File: src/rtl/conv_ctrl_pkg.sv
// Purpose: shared constants and types for the converter host interface
// Assumes: 20 MHz clock, synchronous control inputs
// Notes:   timing counts are derived from times printed in ns and us
package conv_ctrl_pkg;

    // ************************************************************
    // widths and timing
    // ************************************************************
    localparam int RES_W          = 12;            // full result width
    localparam int BYTE_W         = 8;             // byte width on a narrow bus
    localparam int SHORT_BITS     = 8;             // short-cycle length
    localparam int LOW_NIB_W      = 4;             // forced-zero nibble width
    localparam int CLK_PERIOD_NS  = 50;            // clock period
    localparam int THROUGHPUT_NS  = 25000;         // conversion plus reacquire
    // longest time: rounds down
    localparam int THROUGHPUT_CYC = THROUGHPUT_NS / CLK_PERIOD_NS;
    localparam int ACQ_CYC        = THROUGHPUT_CYC - RES_W - 2; // tracking budget
    localparam int STEP_CNT_W     = 4;             // step counter width
    localparam logic [STEP_CNT_W-1:0] STEPS_FULL  = 4'hC;
    localparam logic [STEP_CNT_W-1:0] STEPS_SHORT = 4'h8;
    localparam logic [RES_W-1:0]      RESULT_RST  = 12'h0_000;
    localparam logic [BYTE_W-1:0]     BYTE_ZERO   = 8'h00;

    // ************************************************************
    // state machine and carriers
    // ************************************************************
    typedef enum logic [1:0] {
        ST_IDLE  = 2'b00,
        ST_STEP  = 2'b01,
        ST_LATCH = 2'b10
    } conv_state_e;

    // control pins taken together
    typedef struct packed {
        logic chip_en;        // active high enable
        logic chip_sel_n;     // active low select
        logic read_conv;      // 1 read, 0 convert
        logic width_12;       // 1 twelve-bit read, 0 byte read
        logic byte_addr_short_cycle;
    } ctrl_pins_s;

    // one finished conversion on its way to the output register
    typedef struct packed {
        logic [RES_W-1:0] code;
        logic             short_cycle;
    } result_s;

endpackage : conv_ctrl_pkg

File: src/rtl/adc_host_interface_control.sv
// Purpose: host-side control of a 12-bit successive-approximation converter
// Assumes: control pins synchronous to clk, comparator sampled each step
// Notes:   data pins are two signals: out, enable (high = driving)
//
// Behaviour
// (RULE1) start captures short-cycle select: high means 8 bits
// (RULE2) 8-bit result reads with four low bits zero
// (RULE3) only short-cycle select is latched
// (RULE4) start on last of enable, select, convert
// (RULE5) disabled chip neither starts nor drives
// (RULE6) simultaneous changes start with same delay
// (RULE7) host settles other inputs 50 ns ahead
// (RULE8) status high exactly during conversion
// (RULE9) outputs high impedance while status high
// (RULE10) starts ignored during a conversion
// (RULE11) start during conversion recaptures short-cycle select
// (RULE12) drive only when read, idle, enabled, selected
// (RULE13) twelve-bit read drives all lines, ignores address
// (RULE14) byte read: address low MSBs, high LSBs+zeros
// (RULE15) never both bytes; address toggle harmless
// (RULE16) read/convert rising begins a result read
// (RULE17) host drives byte address from address LSB
// (RULE18) status drops after result is latched
// (RULE19) conversion plus reacquire within 25 us
// (RULE20) one result bit per internal clock step
`timescale 1ns/10ps
module adc_host_interface_control #(
    parameter int RES_BITS   = conv_ctrl_pkg::RES_W,
    parameter int FIFO_DEPTH = 8
) (
    input  wire logic                       clk,
    input  wire logic                       rstn,
    input  wire logic                       clk_en,
    input  wire conv_ctrl_pkg::ctrl_pins_s  ctrl_pins,
    input  wire logic                       comp_above,
    output logic                            sample_hold,
    output logic [RES_BITS-1:0]             dac_trial,
    output logic                            busy_status_out,
    output logic [RES_BITS-1:0]             result_data_lines,
    output logic [RES_BITS-1:0]             result_data_oe,
    output logic                            read_begin
);
    // ************************************************************
    // pin decode
    // ************************************************************
    conv_ctrl_pkg::ctrl_pins_s prev_pins_reg;   // pins one clock ago
    conv_ctrl_pkg::conv_state_e state_reg;      // sequencer state
    conv_ctrl_pkg::conv_state_e state_next;     // sequencer next state
    logic [RES_BITS-1:0]              sar_reg;          // trial code
    logic [RES_BITS-1:0]              bit_reg;          // bit under test
    logic [conv_ctrl_pkg::STEP_CNT_W-1:0] step_reg;    // steps done
    logic                             short_reg;        // captured length
    logic [RES_BITS-1:0]              out_reg;          // output register
    logic                             out_short_reg;    // length of out_reg
    logic                             fifo_in_ready;    // fifo can accept
    logic                             fifo_out_valid;   // result waiting
    conv_ctrl_pkg::result_s           fifo_out;         // waiting result
    conv_ctrl_pkg::result_s           fifo_in;          // finished result

    // start qualifier level
    function automatic logic start_level(input conv_ctrl_pkg::ctrl_pins_s p);
        start_level = p.chip_en && !p.chip_sel_n && !p.read_conv;
    endfunction : start_level

    // qualifier became true this clock, whichever input closed it
    wire start_edge  = start_level(ctrl_pins) && !start_level(prev_pins_reg); // RULE4 RULE6
    wire chip_active = ctrl_pins.chip_en && !ctrl_pins.chip_sel_n;            // RULE5
    wire busy        = state_reg != conv_ctrl_pkg::ST_IDLE;
    wire step_last   = step_reg == (short_reg ? conv_ctrl_pkg::STEPS_SHORT
                                              : conv_ctrl_pkg::STEPS_FULL) - 1'b1; // RULE20
    // status still high while the result drains: starts stay refused
    wire take_start  = start_edge && !busy && !busy_status_out;               // RULE10
    wire can_store   = state_reg == conv_ctrl_pkg::ST_LATCH && fifo_in_ready;
    wire read_en     = chip_active && ctrl_pins.read_conv && !busy_status_out; // RULE12 RULE9
    wire sel_high    = !ctrl_pins.width_12 && !ctrl_pins.byte_addr_short_cycle; // RULE14
    wire sel_low     = !ctrl_pins.width_12 && ctrl_pins.byte_addr_short_cycle;  // RULE15

    assign fifo_in.code        = sar_reg;
    assign fifo_in.short_cycle = short_reg;
    assign dac_trial           = sar_reg | bit_reg;
    assign sample_hold         = busy;     // tracks once the latch state is left and the state is idle; RULE19
    assign read_begin          = chip_active && ctrl_pins.read_conv
                                 && !prev_pins_reg.read_conv;  // RULE16

    // ************************************************************
    // sequencer
    // ************************************************************
    // next state selection
    always_comb
    begin
        state_next = state_reg;
        case (state_reg)
            conv_ctrl_pkg::ST_IDLE:
                if (take_start) state_next = conv_ctrl_pkg::ST_STEP;
            conv_ctrl_pkg::ST_STEP:
                if (step_last) state_next = conv_ctrl_pkg::ST_LATCH;
            conv_ctrl_pkg::ST_LATCH:
                if (can_store) state_next = conv_ctrl_pkg::ST_IDLE;
            default:
                state_next = conv_ctrl_pkg::ST_IDLE;
        endcase
    end

    // state, edge memory and length capture
    always_ff @(posedge clk or negedge rstn)
    begin
        if (!rstn)
        begin
            state_reg     <= conv_ctrl_pkg::ST_IDLE;
            prev_pins_reg <= '0;
            short_reg     <= 1'b0;
        end
        else if (clk_en)
        begin
            state_reg     <= state_next;
            prev_pins_reg <= ctrl_pins;
            // any start edge recaptures, even mid conversion
            if (start_edge) short_reg <= ctrl_pins.byte_addr_short_cycle; // RULE1 RULE11 RULE3
        end
    end

    // successive approximation datapath
    always_ff @(posedge clk or negedge rstn)
    begin
        if (!rstn)
        begin
            sar_reg  <= conv_ctrl_pkg::RESULT_RST;
            bit_reg  <= conv_ctrl_pkg::RESULT_RST;
            step_reg <= '0;
        end
        else if (clk_en)
        begin
            if (take_start)
            begin
                sar_reg  <= conv_ctrl_pkg::RESULT_RST;
                bit_reg  <= {1'b1, {(RES_BITS-1){1'b0}}};
                step_reg <= '0;
            end
            else if (state_reg == conv_ctrl_pkg::ST_STEP)
            begin
                // keep the trial bit if input sits above it
                if (comp_above) sar_reg <= sar_reg | bit_reg; // RULE20
                bit_reg  <= bit_reg >> 1;
                step_reg <= step_reg + 1'b1;
            end
        end
    end

    // ************************************************************
    // result buffer and output register
    // ************************************************************
    result_fifo #(
        .WIDTH (RES_BITS + 1),
        .DEPTH (FIFO_DEPTH)
    ) u_fifo (
        .clk       (clk),
        .rstn      (rstn),
        .ce        (clk_en),
        .in_valid  (state_reg == conv_ctrl_pkg::ST_LATCH),
        .in_ready  (fifo_in_ready),
        .in_data   (fifo_in),
        .out_valid (fifo_out_valid),
        .out_ready (1'b1),
        .out_data  (fifo_out)
    );

    // output register loads; status falls on the same edge that loads the result
    always_ff @(posedge clk or negedge rstn)
    begin
        if (!rstn)
        begin
            out_reg         <= conv_ctrl_pkg::RESULT_RST;
            out_short_reg   <= 1'b0;
            busy_status_out <= 1'b0;
        end
        else if (clk_en)
        begin
            if (fifo_out_valid)
            begin
                out_reg       <= fifo_out.code;
                out_short_reg <= fifo_out.short_cycle;
            end
            busy_status_out <= take_start || (busy_status_out
                               && !(fifo_out_valid && !busy)); // RULE8 RULE18
        end
    end

    // ************************************************************
    // three-state data lines
    // ************************************************************
    wire [RES_BITS-1:0] low_mask = out_short_reg
                                   ? {{(RES_BITS-conv_ctrl_pkg::LOW_NIB_W){1'b1}},
                                      {conv_ctrl_pkg::LOW_NIB_W{1'b0}}}
                                   : {RES_BITS{1'b1}};
    wire [RES_BITS-1:0] shown    = out_reg & low_mask;    // RULE2
    wire [RES_BITS-1:0] full_val = shown;                 // RULE13
    wire [RES_BITS-1:0] hi_byte  = {{(RES_BITS-conv_ctrl_pkg::BYTE_W){1'b0}},
                                    shown[RES_BITS-1 -: conv_ctrl_pkg::BYTE_W]};
    wire [RES_BITS-1:0] lo_byte  = {{(RES_BITS-conv_ctrl_pkg::BYTE_W){1'b0}},
                                    shown[conv_ctrl_pkg::LOW_NIB_W-1:0],
                                    {conv_ctrl_pkg::LOW_NIB_W{1'b0}}};
    wire [RES_BITS-1:0] byte_oe  = {{(RES_BITS-conv_ctrl_pkg::BYTE_W){1'b0}},
                                    {conv_ctrl_pkg::BYTE_W{1'b1}}};

    assign result_data_lines = ctrl_pins.width_12 ? full_val
                             : (sel_low ? lo_byte : hi_byte);   // RULE14 RULE15
    assign result_data_oe    = !read_en ? '0
                             : (ctrl_pins.width_12 ? {RES_BITS{1'b1}}
                             : ((sel_high || sel_low) ? byte_oe : '0)); // RULE5 RULE12
endmodule : adc_host_interface_control

File: src/rtl/result_fifo.sv
// Purpose: small valid/ready FIFO between the sequencer and the output register
// Assumes: single clock, clock enable freezes all state
// Notes:   full and empty are exact; depth must be a power of two
`timescale 1ns/10ps
module result_fifo #(
    parameter int WIDTH = 13,
    parameter int DEPTH = 8
) (
    input  wire logic             clk,
    input  wire logic             rstn,
    input  wire logic             ce,
    input  wire logic             in_valid,
    output logic                  in_ready,
    input  wire logic [WIDTH-1:0] in_data,
    output logic                  out_valid,
    input  wire logic             out_ready,
    output logic      [WIDTH-1:0] out_data
);
    localparam int AW = $clog2(DEPTH);

    // ************************************************************
    // storage and pointers
    // ************************************************************
    logic [WIDTH-1:0] mem_reg [DEPTH];   // word store
    logic [AW:0]      wr_ptr_reg;        // write pointer, extra wrap bit
    logic [AW:0]      rd_ptr_reg;        // read pointer, extra wrap bit
    wire              push = in_valid && in_ready;
    wire              pop  = out_valid && out_ready;

    assign in_ready  = (wr_ptr_reg - rd_ptr_reg) != (AW+1)'(DEPTH);
    assign out_valid = wr_ptr_reg != rd_ptr_reg;
    assign out_data  = mem_reg[rd_ptr_reg[AW-1:0]];

    // pointer update
    always_ff @(posedge clk or negedge rstn)
    begin
        if (!rstn)
        begin
            wr_ptr_reg <= '0;
            rd_ptr_reg <= '0;
        end
        else if (ce)
        begin
            if (push) wr_ptr_reg <= wr_ptr_reg + 1'b1;
            if (pop)  rd_ptr_reg <= rd_ptr_reg + 1'b1;
        end
    end

    // data write, no reset needed
    always_ff @(posedge clk)
    begin
        if (ce && push) mem_reg[wr_ptr_reg[AW-1:0]] <= in_data;
    end
endmodule : result_fifo

File: config.mk
export PLATFORM = sky130hd
export DESIGN_NAME = adc_host_interface_control
export DESIGN_NICKNAME = d
export VERILOG_FILES = /design/src/rtl/conv_ctrl_pkg.sv /design/src/rtl/adc_host_interface_control.sv /design/src/rtl/result_fifo.sv
export SDC_FILE = /design/constraint.sdc
export NUM_CORES = 1
export LEC_CHECK = 0
export ABC_AREA = 1
export BUFFER_PORTS_ARGS = -buffer_cell sky130_fd_sc_hd__buf_4
export CELL_PAD_IN_SITES_DETAIL_PLACEMENT = 0
export CELL_PAD_IN_SITES_GLOBAL_PLACEMENT = 2
export CORE_UTILIZATION = 43
export CTS_CLUSTER_SIZE = 40
export DETAILED_ROUTE_END_ITERATION = 7
export GPL_TIMING_DRIVEN = 0
export HOLD_SLACK_MARGIN = 0.03
export PLACE_DENSITY_LB_ADDON = 0.12
export SLEW_MARGIN = 20
export SYNTH_ARGS = -nofsm -noshare
export SYNTH_HDL_FRONTEND = slang
export SYNTH_HIERARCHICAL = 1
export SYNTH_SLANG_ARGS = --single-unit
File: constraint.sdc
create_clock -name clk -period 3.8 [get_ports clk]
set_input_delay 0.76 -clock clk [delete_from_list [all_inputs] [get_ports clk]]
set_output_delay 0.76 -clock clk [all_outputs]
set_load 0.02 [all_outputs]
==> impl_summary.txt, run 1 <==
----------------------------------------------------
[Outcome]
  Run status ... completed

[Yosys]
  Main area contributors after synthesis ... edfxtp_1 (44%), dfrtp_1 (20%), nor2_1 (5.9%)
  Average size of a mapped cell ... 10.8 um^2
  Warnings from Yosys ... 6
  Post-Synthesis Cell Area ... 0.00709 mm^2
  Area share of the largest cell type after synthesis ... 0.440
  Register bit count reported by yosys ... 160
  Biggest area consumer among synthesized cells ... edfxtp_1
  Most common cell in the synthesized netlist ... nor2_1
  Fraction of registers with async set/reset ... 0.350
  Sequential share of the synthesized area ... 0.638
  List of most frequent post-synthesis cells ... nor2_1 (111), edfxtp_1 (104), nand2_1 (87), dfrtp_1 (56), o21ai_0 (56)
  Prevailing post-synth register cell ... edfxtp_1
  Gate count after technology mapping ... 657
  Count of flip-flops with a built-in enable after synthesis ... between 100 and 150
  Number of distinct standard cells referenced by the synthesized netlist ... 35

[Final layout]
  Design Area, Final ... 0.00837 mm^2
  Post-route insts no fill ... 952
  Layout cells sized above 1 ... 0.232
  P&R area growth vs syn ... 18.0%
  Ant diodes ... 0
  Flip-flop count of the largest register, all copies and words added ... 104
  Final nets ... 738

[Global routing]
  Aggregate global-route resource usage ... 0.215
  Vias in the first global route ... 4,700
  First-pass GRT wire length ... about 26,000 um
  Maximum number of pins on one net before global-route repair ... 57
  Number of antenna violations at the first check in global routing ... 0
  Global-route congestion overflow total ... 0

[Floorplanning]
  Number of top-level pins ... 48
  Die area ... about 0.017 mm^2
  Total core area ... 0.0160 mm^2
  Die width ... ~130 um
  Die H ... 130 um
  Initial Utilization ... 0.443
  Cell Rows ... between 40 and 50

[CTS]
  H-tree levels ... 4
  Maximum clock insertion buffer count ... 2
  Clock latency at the later pin of the worst-skew pair ... 0.42 ns
  Clock input transition at the sequential cells of the worst setup and hold paths ... 0.06 ns
  Buffer count from post-CTS setup fixing ... 0
  Number of buffers inserted during clock tree synthesis ... 17
  Number of hold-repair buffers added at the cts stage ... 0
  Number of clock sinks ... 160
  CTS root buffer ... clkbuf_16
  Clock tree from TritonCTS ... built
  Resized cells post-CTS ... 0

[Power and ir drop]
  Static leakage power ... around 3.5 nW
  Areal power density over the cells ... between 700 and 800 mW/mm^2
  Fraction of power spent switching nets ... 0.360
  Switching power total ... 0.00237 W
  Overall Power ... 0.00657 W
  Share of total power in sequential cells ... 0.384
  Peak ir drop on the vdd network ... 0.365 mV
  Internal cell power ... 0.00420 W
  Relative contribution of combinational cells to total power ... 0.335
  Clock share of power ... 0.281

[Hold path]
  Worst hold path type ... in -> async

[Route]
  Number of nets still failing antenna checks after routing ... 0
  Detailed Route WL ... 16,900 um
  Router iterations before antenna repair ... 4
  Via count of the routed design ... 4,861
  Number of DRC markers in iteration 0 ... 422
  Average wire per cell in the routed design ... 17.7 um
  Detail-routed via count per cell ... 5.11
  Drt drc ... 0

[STA]
  Worst hold margin ... roughly 0.40 ns
  Slew of the pin with the lowest slew margin ... between 0.8 and 0.9 ns
  Headroom to the max-slew limit ... 0.445
  Number of hold violations in the final report ... 0
  Worst Skew ... roughly 0.0066 ns
  Max frequency ... about 0.33 GHz
  RSZ-0062 raised after global routing ... no
  Count of final setup violators ... 0
  Fin crit share ... 0.790
  Setup total negative slack ... 0 ns
  Final Critical Period ... 3.00 ns
  Final Slew Violations ... 0

[Critical path]
  Maximum fanout encountered on the critical timing path ... 13
  Largest incremental delay on the critical path ... 0.64 ns
  Worst Setup Path Type ... reg -> reg
  Reg2Reg Depth ... 12
  CP most frequent cell ... nand2_1
  Worst-path cell chain ... buf_2 -> inv_2 -> buf_2 -> ha_1 -> nand2_1 -> nand2_1 -> nand2_1 -> nand2_2 -> nand3_4 -> nand3_4 -> buf_6 -> nor2_2
  CP max stage cell ... nor2_2
  Beginning of the worst register-to-register path ... u_fifo/rd_ptr_reg[1]$_DFFE_PN0P_
  Data required time at the worst endpoint ... 3.85 ns
  Crit path from ... u_fifo/rd_ptr_reg[1]$_DFFE_PN0P_
  Endpoint class of the critical path ... register
  Critical path startpoint category ... register
  Data arrival, critical path ... just over 3 ns

[Job]
  Total of max-cap violations ... 0

[Placed design]
  Count of input and output buffers ... 46
  Placement-stage cell area ... 0.00773 mm^2
  Placed wire-length estimate after detailed placement ... 11,600 um
  Placed cells ... 920
  Final GP Congestion ... 0.782

----------------------------------------------------
[layout by cell type (no fill, tap or decap), drive strengths merged]
cell type	Yosys	routed
a21oi	6	6
a31oi	13	13
buf	34	80
bufinv	0	5
clkbuf	8	28
clkinv	0	6
clkinvlp	0	1
conb	1	2
dfrtp	56	56
edfxtp	104	104
ha	6	6
inv	43	43
mux2	8	8
nand2	93	93
nand3	53	53
nand4	9	9
nor2	113	113
nor3	1	1
o211ai	4	4
o21ai	69	69
o22ai	17	17
or2	12	12
xor2	7	7
[per-layer routing]
layer  up-vias  track usage  wire [um]
li1       2373            -          -
met1      2342        0.291       7810
met2       123        0.342       7950
met3        23       0.0493        794
met4         0       0.0730        314
met5         -            0          0
[layout make-up]
class / instances / area, um^2
Clock buffer: 20 / 447
Inverter: 43 / 164
Sequential cell: 160 / 4520
Timing Repair Buffer: 46 / 345
Buffer: 42 / 262
Tap cell: 216 / 270
Multi-Input combinational cell: 413 / 2170
Fill cell: 1509 / 7630
Clock inverter: 12 / 190
[critical path: cells and delay by family, from the launching register on]
family | cells | cell delay, ns
fa+ha+maj | 1 | 0.29
simple gates | 7 | 1.13
buf+inv | 4 | 0.82
flops | 1 | 0.38
[through the flow]
step | util | setup slack [ns]
after floorplan | - | 1.13
after global placement | 0.482 | 0.419
after detailed placement | 0.483 | 0.767
after CTS | 0.523 | 0.762
after global routing | 0.523 | 0.614
final | 0.523 | 0.798
[logic make-up (layout without fill, tap and decap cells)]
group / Yosys count / in the layout / synth area share
buffers and inverters: 85 / 163 / 0.0600
muxes: 8 / 8 / 0.0127
adders and majority gates: 6 / 6 / 0.0106
xor gates and xnor gates: 7 / 7 / 0.00864
AOI/OAI and AO/OA: 109 / 109 / 0.0836
and+or+nand+nor: 281 / 281 / 0.186
DFF: 160 / 160 / 0.638
other: 1 / 2 / 0.000529
[worst paths after layout]
check	slack, ns	end
min in group clk	0.48	prev_pins_reg[4]$_DFFE_PN0P_
max in group asynchronous	2.88	u_fifo/rd_ptr_reg[1]$_DFFE_PN0P_
min	0.40	out_reg[1]$_DFFE_PN0P_
max reg2reg	0.80	u_fifo/mem_reg[1][2]$_DFFE_PP_
max	0.80	u_fifo/mem_reg[1][2]$_DFFE_PP_
min reg2reg	0.48	prev_pins_reg[4]$_DFFE_PN0P_
[power groups by stage]
stage	sequential [W]	combinational, W	clock (W)
after floorplan	0.00243	0.00148	0
after global placement	0.00256	0.00219	0
after detailed placement	0.00257	0.00222	0
after CTS	0.00254	0.00222	0.00188
after global routing	0.00257	0.00243	0.00194
final	0.00252	0.00220	0.00184
Power figures use the tool's default switching activity.
==> inputs of run 2 (changes only) <==
ABC_AREA = 0   (was 1)
CORE_UTILIZATION = 44   (was 43)
clock period = 2.97 ns   (was 3.8 ns; I/O delays follow)
==> run 2 against run 1 <==
Compared with the run above: area after synthesis down 3.5%; cell area down 3.3%; largest power group unchanged; critical endpoint is now u_fifo/mem_reg[5][7]$_DFFE_PP_; via count down 22%.
==> impl_summary.txt, run 2 <==
----------------------------------------------------
[Global routing]
  Global-route congestion overflow total ... 0 (unchanged)
  First-pass GRT wire length ... 21,900 um (-16%)
  Number of antenna violations at the first check in global routing ... 0 (unchanged)
  Vias in the first global route ... 3,968 (-16%)
  Maximum number of pins on one net before global-route repair ... 57 (unchanged)
  Aggregate global-route resource usage ... 0.188 (-0.0262)

[Power and ir drop]
  Static leakage power ... 3.22 nW (-8.1%)
  Areal power density over the cells ... 900 mW/mm^2 (+15%)
  Switching power total ... 0.00234 W (-0.98%)
  Fraction of power spent switching nets ... 0.322 (-0.0384)
  Peak ir drop on the vdd network ... 0.430 mV (+18%)
  Share of total power in sequential cells ... 0.419 (+0.035)
  Clock share of power ... 0.280 (about the same)
  Relative contribution of combinational cells to total power ... 0.301 (-0.034)
  Internal cell power ... 0.00494 W (+18%)

[Final layout]
  Ant diodes ... 0 (unchanged)
  Final nets ... 535 (-28%)
  Leading cell type in the layout, fill and taps excluded ... edfxtp_1
  Flip-flop count of the largest register, all copies and words added ... 104 (unchanged)
  Final core area utilization ... 0.533 (+0.00936)
  Most used cells in the layout excluding fill and tap cells ... edfxtp_1 (104), nand2_1 (80), buf_4 (63)
  Layout cells sized above 1 ... 0.285 (+0.0528)
  P&R area growth vs syn ... 18.3%

[CTS]
  Number of clock sinks ... 160 (unchanged)
  Number of hold-repair buffers added at the cts stage ... 0 (unchanged)
  CTS root buffer ... clkbuf_16
  Maximum clock insertion buffer count ... 2 (unchanged)
  Clock input transition at the sequential cells of the worst setup and hold paths ... 0.06 ns (about the same)
  H-tree levels ... 4 (unchanged)
  Number of buffers inserted during clock tree synthesis ... 17 (unchanged)
  Clock tree from TritonCTS ... built
  Clock latency at the later pin of the worst-skew pair ... 0.42 ns (about the same)

[STA]
  Slew of the pin with the lowest slew margin ... 0.747 ns (-0.0845 ns)
  Fin crit share ... 0.935 (+0.145)
  Worst hold margin ... 0.208 ns (-0.187 ns)
  Final Slew Violations ... 0 (unchanged)
  RSZ-0062 raised after global routing ... no
  Worst Skew ... 0.00884 ns (+0.00228 ns)
  Headroom to the max-slew limit ... 0.502 (+0.0570)
  Final Critical Period ... 2.78 ns (-0.225 ns)
  Count of final setup violators ... 0 (unchanged)
  Number of hold violations in the final report ... 0 (unchanged)
  Max frequency ... 0.360 GHz (+8.1%)
  Setup total negative slack ... 0 ns (unchanged)

[Yosys]
  Synthesized-area fraction occupied by adder cells ... 0.0110 (+0.000389)
  Number of nets in the synthesized netlist ... 464
  Main area contributors after synthesis ... edfxtp_1 (46%), dfrtp_1 (20%), mux4_2 (8.6%)
  Post-synthesis compound-gate area fraction ... 0.0463 (-0.0373)
  Register bit count reported by yosys ... 160 (unchanged)
  Warnings from Yosys ... 6 (unchanged)
  Biggest area consumer among synthesized cells ... edfxtp_1
  Number of distinct standard cells referenced by the synthesized netlist ... 60 (+71%)
  Prevailing post-synth register cell ... edfxtp_1
  Average size of a mapped cell ... 15.2 um^2 (+41%)
  Sequential share of the synthesized area ... 0.661 (+0.0234)
  Area share of the largest cell type after synthesis ... 0.456 (+0.0162)
  Dominant combinational cell family by area after synthesis ... multiplexers
  Post-Synthesis Cell Area ... 0.00684 mm^2 (-3.5%)
  Post-Synth XOR/XNOR Area ... 0.0135 (+0.00489)
  Most common cell in the synthesized netlist ... edfxtp_1
  Gate count after technology mapping ... 449 (-32%)
  Multiplexer fraction of the synthesized cell area ... 0.122 (+0.109)
  Post-Synth Simple-Gate Area ... 0.114 (-0.0721)
  List of most frequent post-synthesis cells ... edfxtp_1 (104), nand2_1 (80), dfrtp_1 (56), mux4_2 (26)
  Fraction of registers with async set/reset ... 0.350 (unchanged)
  Count of flip-flops with a built-in enable after synthesis ... 104 (unchanged)

[Route]
  Average wire per cell in the routed design ... 18.8 um (+6.0%)
  Detail-routed via count per cell ... 5.28 (+3.4%)
  Via count of the routed design ... 3,805 (-22%)
  Detailed Route WL ... 13,500 um (-20%)
  Number of DRC markers in iteration 0 ... 235 (-44%)
  Router iterations before antenna repair ... 4 (unchanged)
  Drt drc ... 0 (unchanged)
  Number of nets still failing antenna checks after routing ... 0 (unchanged)

[Outcome]
  Run status ... completed

[Critical path]
  Maximum fanout encountered on the critical timing path ... 13 (unchanged)
  FF-to-FF setup slack ... 0.19 ns (-0.60 ns)
  Worst Setup Path Type ... reg -> reg
  Data arrival, critical path ... 2.88 ns (-0.17 ns)
  Critical path startpoint category ... register
  Data required time at the worst endpoint ... 3.07 ns (-0.78 ns)
  Endpoint class of the critical path ... register

[Job]
  Total of max-cap violations ... 0 (unchanged)

[Floorplanning]
  Total core area ... 0.0152 mm^2 (-5.0%)
  Initial Utilization ... 0.450 (+0.00674)
  Die width ... 127 um (-2.9%)
  Cell Rows ... 45 (-2.2%)
  Die area ... 0.0161 mm^2 (-5.7%)
  Die H ... 127 um (-2.9%)
  Number of top-level pins ... 48 (unchanged)

[Placed design]
  Final GP Congestion ... 0.748 (-4.3%)
  Count of input and output buffers ... 45 (-2.2%)
  Placed wire-length estimate after detailed placement ... 9290 um (-20%)

[Hold path]
  Worst hold path type ... in -> async

----------------------------------------------------
-- run 2: cell types whose count changed in the layout (fill, tap and decap cells not counted), moves of 12 or more --
| cell | before | now |
|---|---|---|
| nand3_2 | 17 | 1 |
| a22o_1 | 0 | 17 |
| o22ai_1 | 17 | 1 |
| mux2_1 | 0 | 17 |
| mux4_2 | 0 | 26 |
| nor2_1 | 103 | 5 |
| o21ai_0 | 56 | 4 |
| inv_1 | 37 | 4 |
| a31oi_1 | 13 | 1 |
| nand3_1 | 34 | 3 |
-- run 2: layout make-up --
class	instances	area, um^2
fill	1282	7110
sequential	160	4520
multi-input combinational	252	2130
clock buffer	23	489
timing repair buffer	53	410
tap	188	235
buffer	31	213
clock inverter	9	71.3
inverter	5	22.5
-- run 2: repair_timing --
action                     4_1_cts  5_1_grt
setup buffers                    5        2
pin swaps                        2        0
gates resized for setup         12        6
setup endpoints to repair      105       91
-- run 2: power groups by stage --
stage | Sequential, W | Combinational, W | Clock, W
after floorplan | 0.00297 | 0.00157 | 0
after global placement | 0.00307 | 0.00216 | 0
after detailed placement | 0.00310 | 0.00218 | 0
after CTS | 0.00306 | 0.00220 | 0.00209
after global routing | 0.00310 | 0.00242 | 0.00217
final | 0.00305 | 0.00219 | 0.00204
-- run 2: worst max-delay path: stages, from the launching register on --
cell	delay, ns
dfrtp_1	0.36
buf_6	0.17
clkbuf_8	0.20
inv_1	0.07
ha_1	0.31
and2b_1	0.23
o211a_2	0.32
nor3_4	0.18
buf_4	0.18
and4b_4	0.42
-- run 2: final timing paths --
kind / startpoint / to / cells past startpoint
max: u_fifo/rd_ptr_reg[1]$_DFFE_PN0P_ / u_fifo/mem_reg[5][7]$_DFFE_PP_ / 9
min: rstn / out_reg[7]$_DFFE_PN0P_ / 1
max reg2reg: u_fifo/rd_ptr_reg[1]$_DFFE_PN0P_ / u_fifo/mem_reg[5][7]$_DFFE_PP_ / 9
min reg2reg: prev_pins_reg[4]$_DFFE_PN0P_ / prev_pins_reg[4]$_DFFE_PN0P_ / 1
max in group asynchronous: rstn / sar_reg[5]$_DFFE_PN0P_ / 1
min in group clk: ctrl_pins[2] / prev_pins_reg[2]$_DFFE_PN0P_ / 2
-- run 2: layer usage --
metal / GRT usage / up-vias / wire length (um)
li1: - / 1802 / -
met4: 0.0742 / 0 / 212
met3: 0.0426 / 16 / 431
met1: 0.246 / 1920 / 6130
met5: 0 / - / 0
met2: 0.309 / 67 / 6770
-- run 2: metrics by stage --
step                power, W  setup slack (ns)  cell area [um^2]  instances
floorplan            0.00454             0.121              6850        449
global placement     0.00523            -0.553              7430        682
detailed placement   0.00528            -0.615              7430        683
CTS                  0.00734           0.00886              8070        719
global route         0.00770            0.0136              8100        721
finish               0.00728             0.193              8100        721
-- run 2: kinds of logic after synthesis --
logic type / count (synthesis)
flip-flops: 160
AND/OR/NAND/NOR: 142
multiplexers: 48
AO/OA/AOI/OAI: 46
buffers and inverters: 37
XOR/XNOR: 9
adder cells (fa/ha/maj): 6
other: 1
